$ cat src/rtl/adc_ctrl_pkg.sv
`default_nettype none
package adc_ctrl_pkg;
   // geometry
   localparam int N_CH       = 4;
   localparam int CODE_W     = 14;
   localparam int WORD_W     = 16;
   localparam int FIFO_DEPTH = 16;
   localparam int SPI_BITS   = 16;

   // timing
   localparam int CORE_CLK_HZ     = 40_000_000;
   localparam int SLEEP_WAKE_MS   = 2;
   localparam int WAKE_CYCLES     = SLEEP_WAKE_MS * (CORE_CLK_HZ / 1000);
   localparam int NAP_WAKE_CYCLES = 100;

   // register indices
   localparam logic [6:0] REG_FMT_PWR = 7'h01;
   localparam logic [6:0] REG_DRV     = 7'h02;
   localparam logic [6:0] REG_PAT_U   = 7'h03;
   localparam logic [6:0] REG_PAT_L   = 7'h04;

   // reset values
   localparam logic [7:0] FMT_RST   = 8'h00;
   localparam logic [7:0] DRV_RST   = 8'h00;
   localparam logic [7:0] PAT_U_RST = 8'h00;
   localparam logic [7:0] PAT_L_RST = 8'h00;

   // format and power control fields
   localparam int FMT_TWOS_BIT  = 0;
   localparam int FMT_RAND_BIT  = 1;
   localparam int FMT_SLEEP_BIT = 2;
   localparam int FMT_NAP_LSB   = 4;
   // output driver control fields
   localparam int DRV_CUR_LSB   = 0;
   localparam int DRV_TERM_BIT  = 3;
   localparam int DRV_OFF_BIT   = 4;
   localparam int DRV_LANE1_BIT = 5;
   localparam int DRV_SER_LSB   = 6;
   // pattern fields
   localparam int PAT_EN_BIT    = 7;

   // drive current codes
   localparam logic [2:0] CUR_3500 = 3'h0;
   localparam logic [2:0] CUR_1750 = 3'h6;

   // synchroniser reset, chip select idles high
   localparam logic [4:0] SYNC_RST = 5'h02;

   typedef enum logic [1:0] {
      SER_16 = 2'h0,
      SER_14 = 2'h1,
      SER_12 = 2'h2
   } ser_bits_t;

   // drive current in microamps for each code
   function automatic logic [13:0] cur_ua(input logic [2:0] code);
      case (code)
         3'h0:    cur_ua = 14'h0DAC;
         3'h1:    cur_ua = 14'h0FA0;
         3'h2:    cur_ua = 14'h1194;
         3'h3:    cur_ua = 14'h0BB8;
         3'h4:    cur_ua = 14'h09C4;
         3'h5:    cur_ua = 14'h0834;
         default: cur_ua = 14'h06D6;
      endcase
   endfunction
endpackage
`default_nettype wire

$ cat src/rtl/sample_stream_if.sv
`timescale 1ns/100ps
`default_nettype none
interface sample_stream_if #(parameter int W = 56);
   logic         in_valid;
   logic         in_ready;
   logic [W-1:0] in_data;
   logic         out_valid;
   logic         out_ready;
   logic [W-1:0] out_data;

   modport fifo (input in_valid, in_data, out_ready, output in_ready, out_valid, out_data);
   modport user (output in_valid, in_data, out_ready, input in_ready, out_valid, out_data);
endinterface
`default_nettype wire
$ cat src/rtl/quad_adc_mode_ctrl.sv
`timescale 1ns/100ps
`default_nettype none
module quad_adc_mode_ctrl
   import adc_ctrl_pkg::*;
#(
   parameter int WAKE_CYCLES_P = WAKE_CYCLES
) (
   // clock and reset
   input  wire logic                     core_clk_i,
   input  wire logic                     srst_i,
   // configuration pins
   input  wire logic                     programming_style_select_i,
   input  wire logic                     cs_n_i,
   input  wire logic                     sck_i,
   input  wire logic                     sdi_i,
   input  wire logic                     sdo_i,
   output logic                          sdo_o,
   output logic                          sdo_oe_o,
   // raw offset binary samples from the converter core
   input  wire logic                     sample_valid_i,
   input  wire logic [N_CH*CODE_W-1:0]   sample_code_i,
   output logic                          sample_ready_o,
   // serial output lanes
   output logic [N_CH-1:0]               lane_a_o,
   output logic [N_CH-1:0]               lane_b_o,
   output logic                          output_bit_clock_o,
   output logic                          frame_marker_o,
   // driver and power status
   output logic                          output_drive_enable_o,
   output logic                          termination_enable_o,
   output logic [13:0]                   drive_current_ua_o,
   output logic                          sleep_o,
   output logic [N_CH-1:0]               nap_channels_o,
   output logic [N_CH-1:0]               channel_valid_o
);

   ////////////////////////////////////////////////////////////////
   // pin synchronisers

   logic [4:0] sync1;
   logic [4:0] sync2;
   logic       par_mode;
   logic       cs_s;
   logic       sck_s;
   logic       sdi_s;
   logic       sdo_s;
   logic       sck_q;
   logic       sck_rise;
   logic       sck_fall;

   // two flops; only the second stage is read
   always_ff @(posedge core_clk_i) begin
      if (srst_i) begin
         sync1 <= SYNC_RST;
         sync2 <= SYNC_RST;
      end else begin
         sync1 <= {sdo_i, sdi_i, sck_i, cs_n_i, programming_style_select_i};
         sync2 <= sync1;
      end
   end

   assign {sdo_s, sdi_s, sck_s, cs_s, par_mode} = sync2;

   // serial clock edge finder
   always_ff @(posedge core_clk_i) begin
      if (srst_i) sck_q <= 1'b0;
      else sck_q <= sck_s;
   end

   assign sck_rise = sck_s & ~sck_q;
   assign sck_fall = ~sck_s & sck_q;

   ////////////////////////////////////////////////////////////////
   // serial configuration port

   logic [4:0]  spi_cnt;
   logic [15:0] spi_shift;
   logic [7:0]  rd_data;
   logic        rd_active;
   logic [15:0] spi_word;
   logic        spi_live;
   logic        wr_strobe;
   logic [7:0]  reg_fmt;
   logic [7:0]  reg_drv;
   logic [7:0]  reg_pu;
   logic [7:0]  reg_pl;

   // strap mode or deselect parks the port
   assign spi_live  = ~par_mode & ~cs_s;
   assign spi_word  = {spi_shift[14:0], sdi_s};
   // write on the sixteenth edge only when the read flag is low
   assign wr_strobe = spi_live & sck_rise & (spi_cnt == 5'(SPI_BITS - 1)) & ~spi_shift[14];

   function automatic logic [7:0] reg_read(input logic [6:0] idx);
      case (idx)
         REG_FMT_PWR: reg_read = reg_fmt;
         REG_DRV:     reg_read = reg_drv;
         REG_PAT_U:   reg_read = reg_pu;
         REG_PAT_L:   reg_read = reg_pl;
         default:     reg_read = 8'h00;
      endcase
   endfunction

   // bit counter, shift-in and readback shifter
   always_ff @(posedge core_clk_i) begin
      if (srst_i || !spi_live) begin
         spi_cnt   <= '0;
         spi_shift <= '0;
         rd_data   <= '0;
         rd_active <= 1'b0;
      end else if (sck_rise && spi_cnt < 5'(SPI_BITS)) begin
         spi_shift <= spi_word;
         spi_cnt   <= spi_cnt + 5'h01;
         // flag and index complete on the eighth edge
         if (spi_cnt == 5'h07 && spi_shift[6]) begin
            rd_data   <= reg_read(spi_word[6:0]);
            rd_active <= 1'b1;
         end
      end else if (sck_fall && rd_active && spi_cnt > 5'h08 && spi_cnt < 5'(SPI_BITS)) begin
         rd_data <= {rd_data[6:0], 1'b0};
      end
   end

   // open drain: only ever pull low, the host pulls up
   assign sdo_o    = 1'b0;
   assign sdo_oe_o = rd_active & ~rd_data[7] & spi_live;

   // configuration registers; reads leave them alone
   always_ff @(posedge core_clk_i) begin
      if (srst_i) begin
         reg_fmt <= FMT_RST;
         reg_drv <= DRV_RST;
         reg_pu  <= PAT_U_RST;
         reg_pl  <= PAT_L_RST;
      end else if (wr_strobe) begin
         case (spi_word[14:8])
            REG_FMT_PWR: reg_fmt <= spi_word[7:0];
            REG_DRV:     reg_drv <= spi_word[7:0];
            REG_PAT_U:   reg_pu  <= spi_word[7:0];
            REG_PAT_L:   reg_pl  <= spi_word[7:0];
            default:     reg_fmt <= reg_fmt;
         endcase
      end
   end

   ////////////////////////////////////////////////////////////////
   // effective settings: straps or registers

   logic            eff_twos;
   logic            eff_rand;
   logic            eff_sleep;
   logic [N_CH-1:0] eff_nap;
   logic [2:0]      eff_cur;
   logic            eff_term;
   logic            eff_off;
   logic            one_lane;
   ser_bits_t       ser;
   logic            eff_pat_en;
   logic [13:0]     pat_val;
   logic [13:0]     cur_base;

   // a part-select cannot sit on a call, so the table value gets a name
   assign cur_base = cur_ua(eff_cur);

   // strap mode offers only a subset; the rest stays at defaults
   always_comb begin
      pat_val = {reg_pu[5:0], reg_pl};
      if (par_mode) begin
         eff_twos   = 1'b0;
         eff_rand   = 1'b0;
         eff_nap    = '0;
         eff_off    = 1'b0;
         eff_pat_en = 1'b0;
         one_lane   = cs_s;
         ser        = cs_s ? SER_14 : SER_16;
         eff_cur    = sck_s ? CUR_1750 : CUR_3500;
         eff_term   = sdo_s;
         eff_sleep  = sdi_s;
      end else begin
         eff_twos   = reg_fmt[FMT_TWOS_BIT];
         eff_rand   = reg_fmt[FMT_RAND_BIT];
         eff_nap    = reg_fmt[FMT_NAP_LSB +: N_CH];
         eff_sleep  = reg_fmt[FMT_SLEEP_BIT];
         eff_cur    = reg_drv[DRV_CUR_LSB +: 3];
         eff_term   = reg_drv[DRV_TERM_BIT];
         eff_off    = reg_drv[DRV_OFF_BIT];
         one_lane   = reg_drv[DRV_LANE1_BIT];
         ser        = ser_bits_t'(reg_drv[DRV_SER_LSB +: 2]);
         eff_pat_en = reg_pu[PAT_EN_BIT];
      end
   end

   // termination keeps swing by doubling the current
   always_ff @(posedge core_clk_i) begin
      if (srst_i) begin
         drive_current_ua_o   <= cur_ua(CUR_3500);
         termination_enable_o <= 1'b0;
         nap_channels_o       <= '0;
      end else begin
         drive_current_ua_o   <= eff_term ? {cur_base[12:0], 1'b0} : cur_base;
         termination_enable_o <= eff_term;
         nap_channels_o       <= eff_nap;
      end
   end

   ////////////////////////////////////////////////////////////////
   // sleep and wake sequencing

   typedef enum logic [2:0] {
      ST_RUN   = 3'b001,
      ST_SLEEP = 3'b010,
      ST_WAKE  = 3'b100
   } pwr_state_t;

   pwr_state_t state;
   logic [19:0] wake_cnt;
   logic        running;

   // outputs stay invalid until the reference has recovered
   always_ff @(posedge core_clk_i) begin
      if (srst_i) begin
         state    <= ST_RUN;
         wake_cnt <= '0;
      end else begin
         case (state)
            ST_RUN: begin
               if (eff_sleep) state <= ST_SLEEP;
            end
            ST_SLEEP: begin
               wake_cnt <= '0;
               if (!eff_sleep) state <= ST_WAKE;
            end
            ST_WAKE: begin
               wake_cnt <= wake_cnt + 20'h00001;
               if (eff_sleep) state <= ST_SLEEP;
               else if (wake_cnt == 20'(WAKE_CYCLES_P - 1)) state <= ST_RUN;
            end
            default: state <= ST_RUN;
         endcase
      end
   end

   assign running = (state == ST_RUN);

   always_ff @(posedge core_clk_i) begin
      if (srst_i) sleep_o <= 1'b0;
      else sleep_o <= (state != ST_RUN);
   end

   ////////////////////////////////////////////////////////////////
   // sample buffer

   sample_stream_if #(.W(N_CH*CODE_W)) fifo_bus ();

   logic                   load;
   logic [N_CH*CODE_W-1:0] last_code;
   logic [N_CH*CODE_W-1:0] raw_code;
   logic [N_CH*CODE_W-1:0] fmt_code;

   assign fifo_bus.in_valid  = sample_valid_i;
   assign fifo_bus.in_data   = sample_code_i;
   assign fifo_bus.out_ready = load;
   // a sleeping core drains nothing, so the source is stalled
   assign sample_ready_o     = fifo_bus.in_ready;

   sample_fifo #(.W(N_CH*CODE_W), .DEPTH(FIFO_DEPTH)) u_fifo (
      .core_clk_i (core_clk_i),
      .srst_i     (srst_i),
      .s          (fifo_bus.fifo)
   );

   // an underrun repeats the previous sample rather than glitching
   assign raw_code = fifo_bus.out_valid ? fifo_bus.out_data : last_code;

   always_ff @(posedge core_clk_i) begin
      if (srst_i) last_code <= '0;
      else if (load) last_code <= raw_code;
   end

   ////////////////////////////////////////////////////////////////
   // slot timing, bit clock and frame marker

   logic [4:0] nbits;
   logic [4:0] slot_len;
   logic [4:0] bit_idx;
   logic       word_par;
   logic       out_on;

   // 12-bit mode simply stops before the two lowest bits
   always_comb begin
      case (ser)
         SER_16:  nbits = 5'h10;
         SER_14:  nbits = 5'h0E;
         default: nbits = 5'h0C;
      endcase
   end

   assign slot_len = one_lane ? nbits : {1'b0, nbits[4:1]};
   // disabled outputs stop draining so the source sees back-pressure
   assign load     = out_on & (bit_idx == 5'h00);
   assign out_on   = running & ~eff_off;

   always_ff @(posedge core_clk_i) begin
      if (srst_i || !running) begin
         bit_idx  <= '0;
         word_par <= 1'b0;
      end else begin
         bit_idx <= (bit_idx == slot_len - 5'h01) ? 5'h00 : bit_idx + 5'h01;
         if (load) word_par <= ~word_par;
      end
   end

   // one toggle per bit slot, so data rate is twice the clock
   always_ff @(posedge core_clk_i) begin
      if (srst_i || !out_on) begin
         output_bit_clock_o    <= 1'b0;
         frame_marker_o        <= 1'b0;
         output_drive_enable_o <= 1'b0;
      end else begin
         output_bit_clock_o    <= ~output_bit_clock_o;
         output_drive_enable_o <= 1'b1;
         // two-lane 14-bit frames span two samples
         if (!one_lane && ser == SER_14) frame_marker_o <= load ? ~word_par : frame_marker_o;
         else frame_marker_o <= (bit_idx < {1'b0, slot_len[4:1]});
      end
   end

   ////////////////////////////////////////////////////////////////
   // per-channel formatting, serializing and nap recovery

   for (genvar ch = 0; ch < N_CH; ch++) begin : g_ch
      logic [CODE_W-1:0] raw;
      logic [CODE_W-1:0] code;
      logic [WORD_W-1:0] sh;
      logic [WORD_W-1:0] w;
      logic [6:0]        nap_cnt;

      assign raw = raw_code[ch*CODE_W +: CODE_W];

      // pattern wins, then coding, then randomizer
      always_comb begin
         code = eff_twos ? {~raw[13], raw[12:0]} : raw;
         if (eff_rand) code = {code[13:1] ^ {13{code[0]}}, code[0]};
         if (eff_pat_en) code = pat_val;
      end

      assign fmt_code[ch*CODE_W +: CODE_W] = code;
      assign w = {code, 2'b00};

      // MSB first; two-lane splits odd and even positions
      always_ff @(posedge core_clk_i) begin
         if (srst_i || !out_on) begin
            sh           <= '0;
            lane_a_o[ch] <= 1'b0;
            lane_b_o[ch] <= 1'b0;
         end else if (load) begin
            lane_a_o[ch] <= w[15];
            lane_b_o[ch] <= one_lane ? 1'b0 : w[14];
            sh           <= one_lane ? {w[14:0], 1'b0} : {w[13:0], 2'b00};
         end else begin
            lane_a_o[ch] <= sh[15];
            lane_b_o[ch] <= one_lane ? 1'b0 : sh[14];
            sh           <= one_lane ? {sh[14:0], 1'b0} : {sh[13:0], 2'b00};
         end
      end

      // recovery count restarts whenever the channel naps
      always_ff @(posedge core_clk_i) begin
         if (srst_i) begin
            nap_cnt             <= 7'(NAP_WAKE_CYCLES);
            channel_valid_o[ch] <= 1'b0;
         end else begin
            if (eff_nap[ch]) nap_cnt <= '0;
            else if (nap_cnt != 7'(NAP_WAKE_CYCLES)) nap_cnt <= nap_cnt + 7'h01;
            channel_valid_o[ch] <= running & ~eff_nap[ch] & (nap_cnt == 7'(NAP_WAKE_CYCLES));
         end
      end
   end
endmodule
`default_nettype wire

$ cat src/rtl/sample_fifo.sv
`timescale 1ns/100ps
`default_nettype none
module sample_fifo #(
   parameter int W     = 56,
   parameter int DEPTH = 16
) (
   // clock and reset
   input wire logic      core_clk_i,
   input wire logic      srst_i,
   // stream
   sample_stream_if.fifo s
);
   localparam int AW = $clog2(DEPTH);

   logic [W-1:0]  mem [DEPTH];
   logic [AW-1:0] wr_ptr;
   logic [AW-1:0] rd_ptr;
   logic [AW-1:0] next_rd_ptr;
   logic [AW:0]   count;
   logic          push;
   logic          pop;

   // honest full and empty from the fill count
   assign s.in_ready  = (count != (AW + 1)'(DEPTH));
   assign s.out_valid = (count != '0);
   assign push        = s.in_valid & s.in_ready;
   assign pop         = s.out_valid & s.out_ready;
   assign next_rd_ptr = pop ? rd_ptr + 1'b1 : rd_ptr;

   // pointers and fill count
   always_ff @(posedge core_clk_i) begin
      if (srst_i) begin
         wr_ptr <= '0;
         rd_ptr <= '0;
         count  <= '0;
      end else begin
         if (push) wr_ptr <= wr_ptr + 1'b1;
         rd_ptr <= next_rd_ptr;
         count  <= count + (AW + 1)'(push) - (AW + 1)'(pop);
      end
   end

   // storage, no reset needed
   always_ff @(posedge core_clk_i) begin
      if (push) mem[wr_ptr] <= s.in_data;
   end

   // registered head word; bypass when the new word lands on an empty head
   always_ff @(posedge core_clk_i) begin
      if (srst_i) s.out_data <= '0;
      else if (push && wr_ptr == next_rd_ptr) s.out_data <= s.in_data;
      else s.out_data <= mem[next_rd_ptr];
   end
endmodule
`default_nettype wire

$ cat config.mk
export PLATFORM = sky130hd
export DESIGN_NAME = quad_adc_mode_ctrl
export DESIGN_NICKNAME = d
export VERILOG_FILES = /design/src/rtl/adc_ctrl_pkg.sv /design/src/rtl/sample_stream_if.sv /design/src/rtl/quad_adc_mode_ctrl.sv /design/src/rtl/sample_fifo.sv
export SDC_FILE = /design/constraint.sdc
export NUM_CORES = 2
export LEC_CHECK = 0
export ABC_CLOCK_PERIOD_IN_PS = 7900
export BUFFER_PORTS_ARGS = -buffer_cell sky130_fd_sc_hd__clkbuf_2
export CAP_MARGIN = 20
export CORE_MARGIN = 4
export CORE_UTILIZATION = 25
export CTS_CLUSTER_DIAMETER = 80
export DETAILED_ROUTE_END_ITERATION = 10
export PLACE_DENSITY = 0.41
export SYNTH_ARGS = -nofsm -noshare
export SYNTH_HDL_FRONTEND = slang
export SYNTH_SLANG_ARGS = --single-unit
$ cat constraint.sdc
create_clock -name core_clk_i -period 7.9 [get_ports core_clk_i]
set_input_delay 0.79 -clock core_clk_i [delete_from_list [all_inputs] [get_ports core_clk_i]]
set_output_delay 0.79 -clock core_clk_i [all_outputs]
set_load 0.02 [all_outputs]
==> flow_summary.yaml <==
floorplan:
  core-area_um2: 220000
  dieWidth_um: 478
  ios: 102
  die_h_um: 478
  rows: 172
  dieArea_um2: 229000
  start_util_pct: 25.1
worst_setup_path:
  required_ns: 8.58
  reg2regPathDepth: 11
  path_class: "flip-flop to flip-flop"
  critPathMaxFanout: 62
  reg2reg_from: "sync2[0]"
  r2r_slack_ns: 2.96
  start_kind: "flip-flop"
  critPathCaptureType: "flip-flop"
  arrival_ns: 5.62
  r2r_end: "u_fifo.s.out_data[30]"
yosys:
  async_flop_share_pct: 0
  ys.flop_type: "edfxtp_1"
  synth-xor-area-share_pct: 2.48
  syn-instance-count: 4713
  syn_avg_cell_area_um2: 11.7
  synth-adder-area-share_pct: 0.670
  ys_ff_latch: 1236
  ys_top_cells_by_count: "896 x edfxtp_1, 451 x nand2_1, 379 x clkbuf_1"
  synth_area_um2: 55200
  synth_top_family_by_area: "compound AO/OA/AOI/OAI gates"
  synthTopCellsByArea: "edfxtp_1 49%, dfxtp_1 12%, o221ai_1 5.3%"
  synth_top_cell_area_share_pct: 48.7
  synth_mux_area_share_pct: 4.28
  synth-edff-count: 896
  synth_compound_area_share_pct: 20.0
  yosysWarnings: 0
  synth-simple-area-share_pct: 8.33
  ys_seq_area_share_pct: 61.0
  yosys.area.top_type: "edfxtp_1"
  yosys.cell_count.top_type: "edfxtp_1"
  yosysUniqueCellTypes: 72
cells_and_area:
  fillers: 22400
  area_growth_pct: 15.1
  final-instance-count-excl-fill: 7714
  nets: 4723
  stdcell_area_um2: 63600
  seq_area_um2: 33700
  drive_above_1_share_pct: 11.0
  multi_input_area_um2: 20000
cts:
  cts_hold_buf: 0
  cts_setup_buffers: 0
  cts_made_buffers: 148
  clock_latency_ns: 0.80
  path_clk_slew_ns: 0.06
  clock_path_buffers: 3
  htree_num_levels: 4
  cts_root_buf: "clkbuf_16"
  cts_tree: "built"
  cts_sinks: 1236
  cts_resized: 0
placement:
  gp_congestion: 0.752
  dp_cells: 7436
  port_buffers: 99
  dp_hpwl_mm: 110
  dpl_cell_area_um2: 58900
global_routing:
  grt-ovfl-total: 0
  grt_pass1_vias: 39300
  grt_pass1_wl_mm: 279
  grt_usage_pct: 16.3
  antenna_found_initial: 16
  grt_max_degree: 148
run_status:
  status: "finished, final reports clean"
pwr:
  swShare_pct: 38.9
  seqPwrFrac_pct: 34.9
  powerDensity_nw_per_um2: 359
  power_mw: 22.8
  p_leak_nw: 19.9
  internal-power_mw: 13.9
  power_switching_mw: 8.88
  combPwrFrac_pct: 36.3
  clockPowerShare_pct: 28.9
  vdd_drop_max_mv: 0.304
sta:
  finClkSkew_ns: 0.0673
  finalCritPeriodShare_pct: 62.5
  rsz0062_at_grt: "no"
  whs_ns: 0.228
  relSlewSlack_pct: 27.5
  final.setup.tns_ns: 0
  max_freq_mhz: 203
  finalMaxSlewViolations: 0
  finalSetupViolations: 0
  hold_viol: 0
  min_period_ns: 4.94
  tightest_slew_ns: 1.09
worst_hold_path:
  min_from: "cs_n_i"
  hold_depth: 2
  hp-class: "input pin to flip-flop"
  hold-path-endpoint: "sync1[1]"
drt:
  num_vias: 40800
  totalWireLength_mm: 194
  drtIter0Drc: 3463
  viasPerCell: 5.29
  drc: 0
  wl_per_cell_um: 25.1
  firstDrtPassIters: 5
  ant_nets: 0
run:
  maxCapViolations: 0
==> registers in the layout, summed over array words and instances (netlist names), 8 cells and up <==
register / count
u_fifo.mem: 896
last_code: 56
u_fifo.s.out_data: 56
g_ch.sh: 52
g_ch.nap_cnt: 28
wake_cnt: 20
spi_shift: 15
drive_current_ua_o: 13
rd_data: 8
reg_drv: 8
reg_fmt: 8
reg_pl: 8
reg_pu: 8
==> power by group through the flow <==
stage,logic [mW],clock network (mW),registers [mW]
CTS,8.29,6.79,7.95
finish,8.27,6.59,7.95
global placement,8.28,0,8.09
detailed placement,8.27,0,8.09
floorplan,5.56,0,7.76
global route,8.98,7.05,8.00
==> area by class of cell <==
| cell class | instances | area share [%] |
|---|---|---|
| clock inverter | 40 | 0.728 |
| tap | 2958 | 5.82 |
| timing repair buffer | 201 | 2.15 |
| sequential | 1236 | 53.0 |
| inverter | 34 | 0.216 |
| multi-input combinational | 3009 | 31.5 |
| antenna | 5 | 0.0197 |
| clock buffer | 231 | 6.55 |
==> per-stage QoR <==
step                      utilization [%]  worst slack [ns]
final                                28.9              2.96
after global routing                 28.9              2.64
after CTS                            28.9              2.96
after detailed placement             26.8              2.98
after global placement               26.8              3.02
after floorplan                         -              2.14
==> worst max-delay path by stage <==
stage | to | cells past startpoint | from | slack, ns
after global routing | u_fifo.s.out_data[52] | 11 | sync2[0] | 2.64
after CTS | u_fifo.s.out_data[30] | 11 | sync2[0] | 2.96
after floorplan | u_fifo.mem[3][0] | 7 | u_fifo.count[2] | 2.14
after global placement | u_fifo.s.out_data[12] | 11 | sync2[0] | 3.02
final | u_fifo.s.out_data[30] | 11 | sync2[0] | 2.96
after detailed placement | u_fifo.s.out_data[30] | 11 | sync2[0] | 2.98
==> routing by layer <==
layer,GRT usage (%),vias up,part of all wire [%]
li1,-,18400,-
met1,22.5,20900,46
met2,26.0,1200,46
met3,3.29,287,5.9
met4,4.12,12,2.3
met5,0,-,0.040
==> cells by family (layout without fill, tap and decap cells) <==
kind of cell | after synthesis | in the layout
AOI/OAI and AO/OA | 1562 | 1562
xor gates and xnor gates | 155 | 155
adders and majority gates | 29 | 29
buffers and inverters | 469 | 506
DFF | 1236 | 1236
muxes | 214 | 214
other | 1 | 7
and+or+nand+nor | 1047 | 1047
==> cells in the final DEF, fill, tap and decap left out, types with 16 or more instances in the layout <==
cell type,instances
buf_4,95
a21oi_1,325
o22ai_1,179
dfxtp_1,338
mux2_2,60
clkinv_1,16
nor4_1,18
ha_1,27
nand2_1,448
o221ai_1,333
xor2_1,119
mux2i_1,141
nand3_1,42
a211oi_1,88
a2111oi_0,43
o21ai_0,130
and2_1,28
nor2_1,312
a221oi_1,184
clkbuf_16,149
edfxtp_1,896
nor3_1,46
a31oi_1,85
clkbuf_2,98
xnor2_1,35
inv_1,30
o21bai_1,33
clkbuf_1,69
nor2b_1,34
a22oi_1,90
==> worst max-delay path, cell delays in order, from the launching register on <==
cell and delay [ns]:
dfxtp_1 0.30, buf_4 0.35, nand2b_1 0.45, nand4_4 0.37, inv_4 0.20, buf_4 0.72, and2_1 0.41, xnor3_1 0.29
or4b_4 0.48, buf_4 0.82, nor2_1 0.08, a211oi_1 0.26
No activity file was read; power rests on OpenSTA's default activity.
